[src/mpi_defines.svh]
// Purpose: constants of the mac/phy internal interface block
// Assumes: apb with 32-bit data, 50 mhz system clock
// Notes:   offsets are byte addresses
`ifndef MPI_DEFINES_SVH
`define MPI_DEFINES_SVH

`define MPI_OFF_CTRL       12'h000
`define MPI_OFF_STATUS     12'h008
`define MPI_OFF_MGMT       12'h020

`define MPI_CTRL_FD        0
`define MPI_CTRL_SLU       6
`define MPI_CTRL_SPD_LO    8
`define MPI_CTRL_FRCSPD    11
`define MPI_CTRL_PM_EN     21
`define MPI_CTRL_PWR_LO    22
`define MPI_PHY_RESET_CONTROL_BIT   31

`define MPI_STAT_FD        0
`define MPI_STAT_LU        1
`define MPI_STAT_LSC       2
`define MPI_STAT_SPD_LO    6
`define MPI_STAT_GMII      8

`define MPI_MGMT_REG_LO    16
`define MPI_MGMT_PHY_LO    21
`define MPI_MGMT_OP_LO     26
`define MPI_MGMT_READY     28

`define MPI_OP_WRITE       2'h1
`define MPI_OP_READ        2'h2
`define MPI_SPD_10         2'h0
`define MPI_SPD_100        2'h1
`define MPI_SPD_1000       2'h2

`define MPI_CTRL_RESET     32'h0000_0000
`define MPI_SYS_PERIOD_NS  20
`define MPI_MDC_HALF_NS    200
`define MPI_MDC_HALF_CYC   \
	((`MPI_MDC_HALF_NS + `MPI_SYS_PERIOD_NS - 1) / `MPI_SYS_PERIOD_NS)
`define MPI_MDIO_BITS      7'd64
`define MPI_MDIO_TA_BIT    7'd46

`endif

[src/mpi_pkg.sv]
// Purpose: types of the mac/phy internal interface block
// Assumes: constants come from mpi_defines.svh
// Notes:   all state of the block is one packed struct
package mpi_pkg;
	typedef struct packed {
		logic        psel;
		logic        penable;
		logic        pwrite;
		logic [11:0] paddr;
		logic [31:0] pwdata;
	} mpi_apb_req_t;

	typedef struct packed {
		logic [31:0] prdata;
		logic        pready;
		logic        pslverr;
	} mpi_apb_rsp_t;

	typedef struct packed {
		logic       valid;
		logic [7:0] data;
	} mpi_byte_t;

	typedef enum logic [1:0] {
		MPI_MD_IDLE  = 2'b01,
		MPI_MD_SHIFT = 2'b10
	} mpi_md_state_t;

	typedef struct packed {
		mpi_md_state_t md_st;
		logic        phy_rst, slu, frcspd, ffd, pm_en;
		logic [1:0]  fspd, pwr;
		logic        lsc, link_s1, link_s2, link_p;
		logic        dup_s1, dup_s2;
		logic [1:0]  spd_s1, spd_s2, cur_spd;
		logic        cur_fd;
		logic        mdc;
		logic [7:0]  div;
		logic [6:0]  bitn;
		logic [31:0] frame;
		logic        rd, ready, mdio_o, mdio_oe, mi_s1, mi_s2;
		logic [15:0] rdata;
		logic [4:0]  mreg, mphy;
		logic        tck_s1, tck_s2, tck_p, tx_en, hi, have;
		logic [7:0]  txd, hold;
		logic        rck_s1, rck_s2, rck_p, dv_s1, dv_s2;
		logic [7:0]  rxd_s1, rxd_s2;
		logic        nib, in_frame, rx_end;
		logic [3:0]  lo;
		mpi_byte_t   rx;
		logic [31:0] prdata;
		logic        pslverr;
	} mpi_state_t;
endpackage

[src/mpi_mac_phy.sv]
// Purpose: mac side of the internal mac/phy link: gmii/mii data path,
//          management channel master, reset, link/speed/duplex sideband
// Assumes: phy clocks and sideband arrive asynchronously and are sampled
// Notes:   apb answers with zero wait states
// Contract
// - Data moves as bytes at 1000 Mb/s and as nibble pairs at 10/100.
// - Half duplex is allowed at 10/100 only, 1000 is always full.
// - Mac speed and duplex follow the phy or the software setting.
// - A serial data and clock management channel is run from a register.
// - Management access works the same in both data path modes.
// - The phy reset combines the host reset and a software bit.
// - Link up shows the phy link while slu is set, changes are flagged, speed re-sensed.
// - The phy duplex is taken at link restore and shown when not forced.
// - The phy speed is taken and shown when mac speed is not forced.
// - The mac power state goes to the phy ungated, with a separate pm enable.
// - Transmit and receive run at once, each framed on its own.
// - Transmit enable is high exactly while transmit data is valid.
`timescale 1ns/100ps
`include "mpi_defines.svh"

module mpi_mac_phy (
	input  wire logic                  clk_sys,
	input  wire logic                  rst,
	input  wire mpi_pkg::mpi_apb_req_t apb_req,
	output logic                       apb_pready,
	output logic                       apb_pslverr,
	output logic [31:0]                apb_prdata,
	input  wire logic                  tx_valid,
	input  wire logic [7:0]            tx_data,
	output logic                       tx_ready,
	output mpi_pkg::mpi_byte_t         rx_out,
	output logic                       rx_end,
	input  wire logic                  phy_tx_clk,
	output logic                       phy_tx_en,
	output logic [7:0]                 phy_txd,
	input  wire logic                  phy_rx_clk,
	input  wire logic                  phy_rx_dv,
	input  wire logic [7:0]            phy_rxd,
	output logic                       phy_mdc,
	input  wire logic                  phy_mdio_i,
	output logic                       phy_mdio_o,
	output logic                       phy_mdio_oe,
	output logic                       phy_reset,
	input  wire logic                  phy_link,
	input  wire logic                  phy_duplex_ind,
	input  wire logic [1:0]            phy_speed_ind,
	output logic [1:0]                 power_state_ind,
	output logic                       phy_pm_en
);
	import mpi_pkg::*;

	mpi_state_t q;
	mpi_state_t d;
	logic       wr;
	logic       rd_setup;
	logic       hit;
	logic       tck_rise;
	logic       rck_rise;
	logic       gmii;
	logic [31:0] ctrl_v;
	logic [31:0] stat_v;
	logic [31:0] mgmt_v;

	always_comb
	begin
		d = q;
		d.rx.valid = 1'b0;
		d.rx_end = 1'b0;
		gmii = (q.cur_spd == `MPI_SPD_1000);
		tck_rise = q.tck_s2 & ~q.tck_p;
		rck_rise = q.rck_s2 & ~q.rck_p;

		// two-stage sampling of everything the phy drives
		d.link_s1 = phy_link;
		d.link_s2 = q.link_s1;
		d.link_p = q.link_s2;
		d.dup_s1 = phy_duplex_ind;
		d.dup_s2 = q.dup_s1;
		d.spd_s1 = phy_speed_ind;
		d.spd_s2 = q.spd_s1;
		d.mi_s1 = phy_mdio_i;
		d.mi_s2 = q.mi_s1;
		d.tck_s1 = phy_tx_clk;
		d.tck_s2 = q.tck_s1;
		d.tck_p = q.tck_s2;
		d.rck_s1 = phy_rx_clk;
		d.rck_s2 = q.rck_s1;
		d.rck_p = q.rck_s2;
		d.dv_s1 = phy_rx_dv;
		d.dv_s2 = q.dv_s1;
		d.rxd_s1 = phy_rxd;
		d.rxd_s2 = q.rxd_s1;

		// speed/duplex resolution, re-sensed on every link change
		if (q.frcspd)
		begin
			d.cur_spd = q.fspd;
			d.cur_fd = q.ffd | (q.fspd == `MPI_SPD_1000);
		end
		else if (q.link_s2 != q.link_p)
		begin
			d.cur_spd = q.spd_s2;
			d.cur_fd = q.dup_s2 | (q.spd_s2 == `MPI_SPD_1000);
		end
		if (q.link_s2 != q.link_p)
			d.lsc = 1'b1;

		ctrl_v = '0;
		ctrl_v[`MPI_CTRL_FD] = q.ffd;
		ctrl_v[`MPI_CTRL_SLU] = q.slu;
		ctrl_v[`MPI_CTRL_SPD_LO +: 2] = q.fspd;
		ctrl_v[`MPI_CTRL_FRCSPD] = q.frcspd;
		ctrl_v[`MPI_CTRL_PM_EN] = q.pm_en;
		ctrl_v[`MPI_CTRL_PWR_LO +: 2] = q.pwr;
		ctrl_v[`MPI_PHY_RESET_CONTROL_BIT] = q.phy_rst;
		stat_v = '0;
		stat_v[`MPI_STAT_FD] = q.cur_fd;
		stat_v[`MPI_STAT_LU] = q.link_s2 & q.slu;
		stat_v[`MPI_STAT_LSC] = q.lsc;
		stat_v[`MPI_STAT_SPD_LO +: 2] = q.cur_spd;
		stat_v[`MPI_STAT_GMII] = gmii;
		mgmt_v = '0;
		mgmt_v[15:0] = q.rdata;
		mgmt_v[`MPI_MGMT_REG_LO +: 5] = q.mreg;
		mgmt_v[`MPI_MGMT_PHY_LO +: 5] = q.mphy;
		mgmt_v[`MPI_MGMT_OP_LO +: 2] = q.rd ? `MPI_OP_READ : `MPI_OP_WRITE;
		mgmt_v[`MPI_MGMT_READY] = q.ready;

		// apb: read data captured in setup, everything lands in access
		hit = (apb_req.paddr == `MPI_OFF_CTRL) |
			(apb_req.paddr == `MPI_OFF_STATUS) |
			(apb_req.paddr == `MPI_OFF_MGMT);
		rd_setup = apb_req.psel & ~apb_req.penable;
		wr = apb_req.psel & apb_req.penable & apb_req.pwrite;
		if (rd_setup)
		begin
			d.pslverr = ~hit;
			unique case (apb_req.paddr)
				`MPI_OFF_CTRL:   d.prdata = ctrl_v;
				`MPI_OFF_STATUS: d.prdata = stat_v;
				`MPI_OFF_MGMT:   d.prdata = mgmt_v;
				default:         d.prdata = 32'h0000_0000;
			endcase
		end
		if (wr && apb_req.paddr == `MPI_OFF_CTRL)
		begin
			d.ffd = apb_req.pwdata[`MPI_CTRL_FD];
			d.slu = apb_req.pwdata[`MPI_CTRL_SLU];
			d.fspd = apb_req.pwdata[`MPI_CTRL_SPD_LO +: 2];
			d.frcspd = apb_req.pwdata[`MPI_CTRL_FRCSPD];
			d.pm_en = apb_req.pwdata[`MPI_CTRL_PM_EN];
			d.pwr = apb_req.pwdata[`MPI_CTRL_PWR_LO +: 2];
			d.phy_rst = apb_req.pwdata[`MPI_PHY_RESET_CONTROL_BIT];
		end
		// write one to clear; a link change in the same cycle still wins
		if (wr && apb_req.paddr == `MPI_OFF_STATUS &&
			apb_req.pwdata[`MPI_STAT_LSC] && q.link_s2 == q.link_p)
			d.lsc = 1'b0;

		// management channel: 32 preamble ones then the 32-bit frame
		unique case (q.md_st)
			MPI_MD_IDLE:
			begin
				d.mdio_oe = 1'b0;
				// writes while busy are dropped; the frame is the same
				// whatever mode the data path is in
				if (wr && apb_req.paddr == `MPI_OFF_MGMT)
				begin
					d.rd = apb_req.pwdata[`MPI_MGMT_OP_LO +: 2] == `MPI_OP_READ;
					d.mreg = apb_req.pwdata[`MPI_MGMT_REG_LO +: 5];
					d.mphy = apb_req.pwdata[`MPI_MGMT_PHY_LO +: 5];
					d.frame = {2'b01,
						apb_req.pwdata[`MPI_MGMT_OP_LO +: 2],
						apb_req.pwdata[`MPI_MGMT_PHY_LO +: 5],
						apb_req.pwdata[`MPI_MGMT_REG_LO +: 5],
						2'b10, apb_req.pwdata[15:0]};
					d.ready = 1'b0;
					d.bitn = 7'd0;
					d.div = 8'h00;
					d.mdc = 1'b0;
					d.mdio_o = 1'b1;
					d.mdio_oe = 1'b1;
					d.md_st = MPI_MD_SHIFT;
				end
			end
			MPI_MD_SHIFT:
			begin
				if (q.div == 8'(`MPI_MDC_HALF_CYC - 1))
				begin
					d.div = 8'h00;
					d.mdc = ~q.mdc;
					if (!q.mdc)
					begin
						// rising mdc: phy has had a half period to settle
						if (q.rd && q.bitn >= 7'd48)
							d.rdata = {q.rdata[14:0], q.mi_s2};
					end
					else if (q.bitn == `MPI_MDIO_BITS - 7'd1)
					begin
						d.mdio_oe = 1'b0;
						d.ready = 1'b1;
						d.md_st = MPI_MD_IDLE;
					end
					else
					begin
						// falling mdc: present the next bit
						d.bitn = q.bitn + 7'd1;
						if (q.bitn >= 7'd31)
						begin
							d.mdio_o = q.frame[31];
							d.frame = {q.frame[30:0], 1'b0};
						end
						if (q.rd && q.bitn == `MPI_MDIO_TA_BIT - 7'd1)
							d.mdio_oe = 1'b0;
					end
				end
				else
					d.div = q.div + 8'h01;
			end
			default: d.md_st = MPI_MD_IDLE;
		endcase

		// transmit: one byte held, sent whole or as low then high nibble
		if (tx_valid && !q.have)
		begin
			d.hold = tx_data;
			d.have = 1'b1;
		end
		if (tck_rise)
		begin
			if (q.have)
			begin
				d.tx_en = 1'b1;
				if (gmii)
				begin
					d.txd = q.hold;
					d.have = 1'b0;
				end
				else
				begin
					d.txd = q.hi ? {4'h0, q.hold[7:4]} : {4'h0, q.hold[3:0]};
					d.hi = ~q.hi;
					d.have = ~q.hi;
				end
			end
			else
			begin
				d.tx_en = 1'b0;
				d.txd = 8'h00;
				d.hi = 1'b0;
			end
		end

		// receive: framed only by the sampled receive valid
		if (rck_rise)
		begin
			d.in_frame = q.dv_s2;
			if (q.dv_s2)
			begin
				if (gmii)
				begin
					d.rx.valid = 1'b1;
					d.rx.data = q.rxd_s2;
				end
				else if (q.nib)
				begin
					d.rx.valid = 1'b1;
					d.rx.data = {q.rxd_s2[3:0], q.lo};
					d.nib = 1'b0;
				end
				else
				begin
					d.lo = q.rxd_s2[3:0];
					d.nib = 1'b1;
				end
			end
			else
			begin
				// an odd trailing nibble is dropped
				d.nib = 1'b0;
				d.rx_end = q.in_frame;
			end
		end
	end

	always_ff @(posedge clk_sys)
	begin
		if (rst)
		begin
			q <= '0;
			q.md_st <= MPI_MD_IDLE;
			q.ready <= 1'b1;
			q.cur_fd <= 1'b1;
		end
		else
			q <= d;
	end

	assign apb_pready = apb_req.psel & apb_req.penable;
	assign apb_pslverr = apb_pready & q.pslverr;
	assign apb_prdata = q.prdata;
	assign tx_ready = ~q.have;
	assign rx_out = q.rx;
	assign rx_end = q.rx_end;
	assign phy_tx_en = q.tx_en;
	assign phy_txd = q.txd;
	assign phy_mdc = q.mdc;
	assign phy_mdio_o = q.mdio_o;
	assign phy_mdio_oe = q.mdio_oe;
	// asserted at once on either source; no flop on the host reset path
	assign phy_reset = rst | q.phy_rst;
	assign power_state_ind = q.pwr;
	assign phy_pm_en = q.pm_en;
endmodule // mpi_mac_phy

[config.mk]
export PLATFORM = sky130hd
export DESIGN_NAME = mpi_mac_phy
export DESIGN_NICKNAME = d
export VERILOG_FILES = /design/src/mpi_pkg.sv /design/src/mpi_mac_phy.sv
export VERILOG_INCLUDE_DIRS = /design/src
export SDC_FILE = /design/constraint.sdc
export NUM_CORES = 1
export LEC_CHECK = 0
export ABC_CLOCK_PERIOD_IN_PS = 2100
export BUFFER_PORTS_ARGS = -buffer_cell sky130_fd_sc_hd__buf_4
export CORE_MARGIN = 2
export CORE_UTILIZATION = 30
export CTS_BUF_LIST = sky130_fd_sc_hd__clkbuf_8
export CTS_CLUSTER_SIZE = 30
export DETAILED_ROUTE_END_ITERATION = 6
export PLACE_DENSITY_LB_ADDON = 0.25
export SLEW_MARGIN = 40
export SYNTH_ARGS = -nofsm -noshare
export SYNTH_HDL_FRONTEND = slang
export SYNTH_SLANG_ARGS = --single-unit
[constraint.sdc]
create_clock -name clk_sys -period 2.1 [get_ports clk_sys]
set_input_delay 0.42 -clock clk_sys [delete_from_list [all_inputs] [get_ports clk_sys]]
set_output_delay 0.42 -clock clk_sys [all_outputs]
set_load 0.1 [all_outputs]
==> metrics.md, run 1 <==
| Metric | Value |
|---|---|
| Post-cts repair resize count | `0` |
| Initial Util | `0.304` |
| Synth Warn # | `0` |
| Worst Setup SP | `q[163]` |
| WL/cell | `15.6 um` |
| Synth top cells by count | `dfxtp_1 (194), nor2_1 (97), a21oi_1 (79), nand2_1 (70), buf_4 (55)` |
| Area Growth Syn to Fin | `19.8%` |
| Cell accounting for the most synthesized area | `dfxtp_1` |
| CTS Buf Count | `17` |
| Cells after synthesis | `approximately 900` |
| CP Capture Type | `flop` |
| Internal power | `0.00476 W` |
| Post-route clock period utilization | `0.924` |
| Largest net degree at the start of global routing | `64` |
| Vias/cell | `4.86` |
| Residual DRC count | `0` |
| Fin util | `0.364` |
| Hpwl dp | `14500 um` |
| Clk pwr share | `0.364` |
| Min-Delay Path Class | `in2reg` |
| Top cell type's share of synthesized area | `0.477` |
| TritonCTS clock tree | `done` |
| Max Cap Viol | `0` |
| Gpl congestion | `a little over 0.8` |
| CTS root buf | `clkbuf_8` |
| Setup crit start kind | `flop` |
| Worst Min Path Start | `phy_rx_dv` |
| Reg-to-Reg Start | `q[163]` |
| Drt total wl | `20700 um` |
| Pleak | `3.55 nW` |
| GRT Total Usage | `0.145` |
| Post-layout min period | `1.94 ns` |
| Post-Syn Area | `8140 um2` |
| Core Region | `26800 um2` |
| Fraction of layout cells with a size suffix above 1 | `0.238` |
| Flop pwr share | `0.577` |
| CTS hold repair buffers | `0` |
| Die Wd | `169 um` |
| CP Class | `reg2reg` |
| Final setup viols | `0` |
| Max clock buf depth | `2` |
| Fmax | `515 MHz` |
| Clk sinks | `slightly below 200` |
| P_sw | `0.00173 W` |
| DRT iter0 DRCs | `525` |
| Final setup TNS | `0 ns` |
| Synthesized area per cell | `9.20 um2` |
| Dpl cells | `1297` |
| Logic pwr share | `0.059` |
| Status | `complete, no violations` |
| Clk_lat worst skew | `0.47 ns` |
| Via count | `6463` |
| Die area | `28500 um2` |
| Net Sw Frac | `0.267` |
| Initial antenna violation count | `0` |
| Worst EP arrival | `around 2.3 ns` |
| Seq/Total Area, Yosys | `0.477` |
| Cell variety after synth | `62` |
| Peak per-stage delay on the critical path | `0.36 ns` |
| Top FF cell, synth | `dfxtp_1` |
| Highest net fanout along the worst path | `30` |
| Row count | `60` |
| Cells along the critical path | `ha_1 > and4bb_2 > nand2_2 > o31a_1 > nor2_2 > buf_12 > mux2i_1` |
| First-pass GRT wire length | `approximately 33000 um` |
| Post-layout nets | `1056` |
| Count leader, synth | `dfxtp_1` |
| Drt pass-1 iters | `5` |
| Number of global-route vias before repair | `6070` |
| Slew Limit Fails | `0` |
| Synth area leaders | `dfxtp_1 (48%), buf_4 (5.1%), a21oi_1 (4.9%)` |
| Fraction of registers with async set/reset | `0` |
| Max-slew headroom | `0.565` |
| Gr ovfl total | `0` |
| N_diodes | `0` |
| IO Port Bufs | `129` |
| WP data required | `approximately 2.5 ns` |
| Worst IR Drop VDD | `0.413 mV` |
| FF+latch count, synth | `around 190` |
| Post-CTS Setup Bufs | `0` |
| Final Non-Filler Cells | `1329` |
| Worst-margin pin slew | `0.653 ns` |
| EDFF count, synth | `0` |
| Clock Skew | `0.0223 ns` |
| Clk slew on worst S/H paths | `0.11 ns` |
| Hold Fails Final Rpt | `0` |
| Die height | `169 um` |
| IO Pins | `135` |
| CP max-delay cell | `o31a_1` |
| Htree depth | `4` |
| Post-route ant nets | `0` |
| P per Cell Area | `666 nW/um2` |
-- stage by stage --
step / power [W] / hold WS (ns) / instance area (um2) / setup slack [ns]
final: 0.00649 / 0.152 / 9750 / 0.159
after global routing: 0.00678 / 0.125 / 9750 / -0.00514
after CTS: 0.00660 / 0.112 / 9740 / 0.104
after detailed placement: 0.00422 / 0.420 / 9360 / -0.0857
after global placement: 0.00422 / 0.415 / 9360 / -0.0792
after floorplan: 0.00403 / 0.414 / 8140 / 0.0297
-- critical path, delay by kind of cell, from the launching register on --
kind                     cells  cell delay (ns)
multiplexers                 1             0.19
AO/OA/AOI/OAI                1             0.36
buffers and inverters        1             0.20
flip-flops                   1             0.35
AND/OR/NAND/NOR              3             0.59
adder cells (fa/ha/maj)      1             0.18
-- power groups by stage --
stage	Sequential (W)	Combinational (W)	Clock, W
2_1_floorplan	0.00383	0.000207	0
3_3_place_gp	0.00383	0.000387	0
3_5_place_dp	0.00383	0.000387	0
4_1_cts	0.00375	0.000388	0.00246
5_1_grt	0.00375	0.000415	0.00261
6_report	0.00375	0.000383	0.00236
-- area by class of cell --
class	count	area, um2
fillers	2765	17100
flip-flops and latches	194	3880
multi-input cells	572	3580
repair buffers	177	1420
well taps	341	427
clock buffers	17	234
clock inverters	15	148
inverters	13	48.8
-- registers in the layout (all words and copies together), names as in the netlist --
name	flops
q	87
apb_prdata	30
mgmt_v	27
d	19
rx_out	9
phy_txd	8
ctrl_v	6
power_state_ind	2
phy_mdc	1
phy_mdio_o	1
phy_mdio_oe	1
phy_pm_en	1
phy_tx_en	1
rx_end	1
-- placed cells by master (no fill, tap or decap), types with 14 or more instances in the layout --
cell type / n
a211oi_1: 34
inv_1: 14
clkbuf_8: 17
nand3_1: 17
nand2_1: 69
nor2_1: 95
a22oi_1: 49
nor2b_1: 43
dfxtp_1: 193
buf_4: 168
a21oi_1: 79
mux2i_1: 36
-- cells by family after synthesis --
kind of cell    count (synthesis)  synth area share
other cells                     1          0.000461
buf+inv                       120            0.0844
fa+ha+maj                       7            0.0108
simple gates                  301             0.190
mux                            40            0.0498
compound gates                214             0.178
flops                         194             0.477
xor+xnor                        8           0.00861
-- routing by layer --
metal  share of wire  GRT usage  wire length (um)  vias to the layer above
met3           0.060     0.0386              1250                       10
met5               0          0                 0                        -
met4          0.0084     0.0349               173                        0
li1                -          -                 -                     3231
met2            0.45      0.226              9310                      165
met1            0.48      0.200              9940                     3057
-- final timing paths --
kind / end / slack [ns] / cells after the start
max: q[124] / 0.16 / 7
min: d[65] / 0.15 / 2
max reg2reg: q[124] / 0.16 / 7
min reg2reg: d[89] / 0.45 / 1
Power figures use the tool's default switching activity.
==> run 2: changes to the inputs <==
- RECOVER_POWER: unset -> 25
==> metrics.md, run 2 (synthesized netlist as in run 1, its figures left out) <==
| Metric | Value |
|---|---|
| Status | `complete, no violations` |
| Commonest non-fill, non-tap cell in the layout | `dfxtp_1` |
| Row count | `60` |
| Setup crit start kind | `input port` |
| CTS root buf | `clkbuf_8` |
| Clk sinks | `194` |
| Total power | `0.00649 W` |
| Internal power | `approximately 0.0048 W` |
| Drt total wl | `20700 um` |
| Sum of buffers and inverters on the critical path | `2` |
| DRT met1 WL | `between 9000 and 10000 um` |
| Clk_lat worst skew | `0.47 ns` |
| IO Port Bufs | `129` |
| Post-route clock period utilization | `0.944` |
| Flop pwr share | `0.577` |
| CP max-delay cell | `or2_2` |
| Clock Skew | `0.0223 ns` |
| Max clock buf depth | `2` |
| Final setup viols | `0` |
| Fin util | `0.363` |
| Core Region | `between 20000 and 30000 um2` |
| N_diodes | `0` |
| CTS hold repair buffers | `0` |
| Most frequent cells in the layout | `dfxtp_1 (193), buf_4 (163), nor2_1 (95)` |
| CP Class | `in2out` |
| Post-route cell area | `9730 um2` |
| Highest net fanout along the worst path | `32` |
| Slew Limit Fails | `0` |
| Number of global-route vias before repair | `6070` |
| Initial antenna violation count | `0` |
| Post-layout nets | `roughly 1.1k` |
| Reg2reg end | `q[124]` |
| Max Cap Viol | `0` |
| CTS Buf Count | `17` |
| Worst EP arrival | `1.56 ns` |
| First-pass GRT wire length | `32900 um` |
| Via count | `6458` |
| Largest net degree at the start of global routing | `64` |
| GRT Total Usage | `0.145` |
| Gpl congestion | `between 0.8 and 0.9` |
| Multi-input gate area | `3580 um2` |
| Dpl ws | `-0.0857 ns` |
| Gr ovfl total | `0` |
| Initial Util | `0.304` |
| Reg area | `3880 um2` |
| Vias/cell | `4.86` |
| Clk slew on worst S/H paths | `0.11 ns` |
| Reg2Reg Setup Slack | `0.16 ns` |
| Worst IR Drop VDD | `0.413 mV` |
| Cells along the critical path | `clkbuf_2 > or2_2 > buf_4` |
| Reg2reg path depth | `7` |
| Fraction of layout cells with a size suffix above 1 | `0.235` |
| Htree depth | `4` |
| Peak per-stage delay on the critical path | `about 0.46 ns` |
| CP Capture Type | `output port` |
| Area Growth Syn to Fin | `19.6%` |
| P per Cell Area | `around 670 nW/um2` |
| Hold Fails Final Rpt | `0` |
| Fill count | `2769` |
| Post-layout min period | `1.98 ns` |
| Clk pwr share | `0.364` |
| P_sw | `about 0.0017 W` |
| Fmax | `just over 500 MHz` |
| Largest Register | `q` |
| Cell family with most CP delay | `buffers and inverters` |
| Worst Setup SP | `rst` |
| DRT iter0 DRCs | `530` |
| Net Sw Frac | `0.267` |
| Die Wd | `between 150 and 200 um` |
| Die area | `28500 um2` |
| Post-CTS Setup Bufs | `0` |
| Number of flip-flops in the largest register | `87` |
| IO Pins | `around 140` |
| Die height | `169 um` |
| Reg-to-Reg Start | `q[163]` |
| Drt pass-1 iters | `5` |
| Max-slew headroom | `0.326` |
| Min-Delay Path Class | `in2reg` |
| Worst-margin pin slew | `a little over 1 ns` |
| Routed wl met2 | `between 9000 and 10000 um` |
| Post-route ant nets | `0` |
| Logic pwr share | `0.058` |
| Hpwl dp | `14500 um` |
| TritonCTS clock tree | `done` |
| Placed standard-cell area | `9360 um2` |
| WL/cell | `15.6 um` |
| Final worst setup slack | `0.117 ns` |
| Residual DRC count | `0` |
| Top Layer Used | `met4` |
| Worst Setup EP | `phy_reset` |
| WP data required | `approximately 1.7 ns` |
| Pleak | `about 3.5 nW` |
| WP depth | `3` |
| Met3 wire len | `around 1200 um` |
==> run 2: worst min-delay path by stage <==
stage,cells after the start,to,slack [ns],from
final,2,d[65],0.15,phy_rx_dv
after floorplan,1,d[181],0.41,d[182]
after CTS,2,d[65],0.11,phy_rx_dv
after detailed placement,1,d[89],0.42,d[90]
after global placement,1,q[50],0.42,d[50]
after global routing,2,d[52],0.13,phy_rxd[3]
==> run 2: worst register-to-register path, cell delays in order (launching register included) <==
cell,delay [ns]
dfxtp_1,0.35
ha_1,0.18
and4bb_2,0.30
nand2_2,0.12
o31a_1,0.36
nor2_2,0.17
buf_12,0.20
mux2i_1,0.21
==> run 2: through the flow <==
stage	hold slack (ns)	setup TNS, ns	instances
floorplan	0.414	0	886
global placement	0.415	-0.629	1297
detailed placement	0.420	-1.87	1297
CTS	0.112	0	1329
global route	0.125	-0.00516	1329
finish	0.152	0	1329
==> run 2: final cells by class <==
class | count | share of cell area
Clock buffer | 17 | 0.0240
Clock inverter | 15 | 0.0152
Inverter | 13 | 0.00502
Multi-Input combinational cell | 572 | 0.368
Sequential cell | 194 | 0.399
Tap cell | 341 | 0.0439
Timing Repair Buffer | 177 | 0.144
==> run 2: routing by layer <==
metal	up-vias	GRT usage
met3	10	0.0386
met1	3060	0.200
met2	158	0.226
met5	-	0
li1	3230	-
met4	0	0.0349
==> run 2: power groups by stage <==
| stage | registers, W | logic [W] | clock network [W] |
|---|---|---|---|
| after floorplan | 0.00383 | 0.000207 | 0 |
| after global placement | 0.00383 | 0.000387 | 0 |
| after detailed placement | 0.00383 | 0.000387 | 0 |
| after CTS | 0.00375 | 0.000388 | 0.00246 |
| after global routing | 0.00375 | 0.000412 | 0.00261 |
| final | 0.00375 | 0.000379 | 0.00236 |
==> run 2: timing repair <==
| action | in CTS | in global routing |
|---|---|---|
| endpoints found under the setup margin | 0 | 30 |
| resized for setup | 0 | 2 |
| hold endpoints to repair | 0 | 0 |
==> run 3: changes to the inputs <==
- REMOVE_ABC_BUFFERS: unset -> 1
==> metrics.md, run 3 (synthesized netlist as in run 1, its figures left out) <==
| Metric | Value |
|---|---|
| Initial antenna violation count | `0` |
| Total power | `0.00647 W` |
| Drt total wl | `approximately 21000 um` |
| Clk slew on worst S/H paths | `0.11 ns` |
| RSZ-0062 raised after global routing | `true` |
| DRT iter0 DRCs | `about 380` |
| Row count | `60` |
| Worst EP arrival | `~2.3 ns` |
| Post-route ant nets | `0` |
| Pleak | `3.59 nW` |
| Initial Util | `0.304` |
| Hold Fails Final Rpt | `0` |
| P per Cell Area | `658 nW/um2` |
| CTS root buf | `clkbuf_8` |
| CP Capture Type | `flop` |
| Gr ovfl total | `0` |
| IO Port Bufs | `129` |
| Global Route met1 Usage | `0.206` |
| CTS hold repair buffers | `0` |
| Final setup TNS | `0 ns` |
| Met3 usage | `0.0304` |
| Met2 usage | `0.231` |
| Slew Limit Fails | `86` |
| Via count | `6465` |
| Largest net degree at the start of global routing | `between 80 and 90` |
| Clk sinks | `194` |
| Gpl congestion | `0.795` |
| Failing checks | `max-capacitance violations, max-slew violations` |
| Post-layout min period | `~2.0 ns` |
| Area Growth Syn to Fin | `20.8%` |
| Final hold slack | `between 0.15 and 0.2 ns` |
| Grt peak-use layer | `met2` |
| Post-route cell area | `roughly 10000 um2` |
| WP data required | `2.38 ns` |
| N_diodes | `0` |
| Most frequent cells in the layout | `dfxtp_1 (194), buf_4 (166), nor2_1 (94)` |
| Worst IR Drop VDD | `0.410 mV` |
| Core Region | `about 27000 um2` |
| Worst-margin pin slew | `roughly 1.7 ns` |
| Number of global-route vias before repair | `5992` |
| Residual DRC count | `0` |
| IO Pins | `135` |
| First-pass GRT wire length | `33000 um` |
| Status | `complete, but fails checks` |
| Commonest non-fill, non-tap cell in the layout | `dfxtp_1` |
| Clk_lat worst skew | `0.47 ns` |
| Largest Register | `q` |
| Final setup viols | `0` |
| Placed standard-cell area | `9400 um2` |
| Die Wd | `169 um` |
| Highest net fanout along the worst path | `16` |
| Die area | `28500 um2` |
| CP Class | `reg2reg` |
| WL/cell | `15.9 um` |
| Min-Delay Path Class | `in2reg` |
| Fmax | `506 MHz` |
| Vias/cell | `4.84` |
| CTS Buf Count | `17` |
| Max Cap Viol | `1` |
| Htree depth | `4` |
| TritonCTS clock tree | `done` |
| Max clock buf depth | `2` |
| Max-slew headroom | `-0.139` |
| Hpwl dp | `14600 um` |
| Clock Skew | `0.0173 ns` |
| Number of flip-flops in the largest register | `between 80 and 90` |
| Drt pass-1 iters | `5` |
| Fraction of layout cells with a size suffix above 1 | `0.243` |
| Die height | `169 um` |
| Post-layout nets | `1062` |
| Setup crit start kind | `flop` |
| Fill count | `2783` |
| GRT Total Usage | `0.146` |
| Post-route clock period utilization | `0.941` |
-- run 3: final cells by class --
cell class / instances / area (um2) / area share
inverters: 13 / 48.8 / 0.00496
clock buffers: 17 / 234 / 0.0238
clock inverters: 15 / 141 / 0.0144
well taps: 341 / 427 / 0.0434
repair buffers: 183 / 1500 / 0.152
multi-input cells: 572 / 3600 / 0.366
flip-flops and latches: 194 / 3880 / 0.395
-- run 3: per-stage QoR --
step	setup WS [ns]	utilization	cells
after floorplan	-1.11	-	779
after global placement	-0.0242	0.351	1300
after detailed placement	-0.0230	0.351	1300
after CTS	0.0360	0.365	1332
after global routing	-0.0127	0.367	1335
final	0.123	0.367	1335
-- run 3: what timing repair did --
item | CTS | global route
resized for setup | 0 | 9
endpoints found under the setup margin | 0 | 31
hold endpoints to repair | 0 | 0
setup buffers | 0 | 1
-- run 3: worst max-delay path: stages, from the launching register on --
cell and delay (ns):
dfxtp_1 0.35, buf_4 0.16, nor4_2 0.27, nand4b_2 0.21, a2111oi_4 0.31, buf_12 0.22
mux2i_1 0.21, nor2_1 0.05
-- run 3: worst paths after layout --
check	end	from	slack, ns	cells after the start
setup / recovery	mgmt_v[9]	q[168]	0.12	7
setup reg to reg	mgmt_v[9]	q[168]	0.12	7
hold / removal	d[55]	phy_rxd[6]	0.15	2
hold reg to reg	d[89]	d[90]	0.43	1
-- run 3: power breakdown --
group | total (W) | internal, W | switching (W)
clock | 0.00235 | 0.000877 | 0.00147
sequential | 0.00375 | 0.00373 | 0.0000230
combinational | 0.000377 | 0.000155 | 0.000222
-- run 3: routing by layer --
| metal | up-vias | routed length [um] |
|---|---|---|
| met1 | 3055 | 10500 |
| li1 | 3248 | - |
| met2 | 147 | 9600 |
| met3 | 15 | 910 |
| met5 | - | 0 |
| met4 | 0 | 199 |
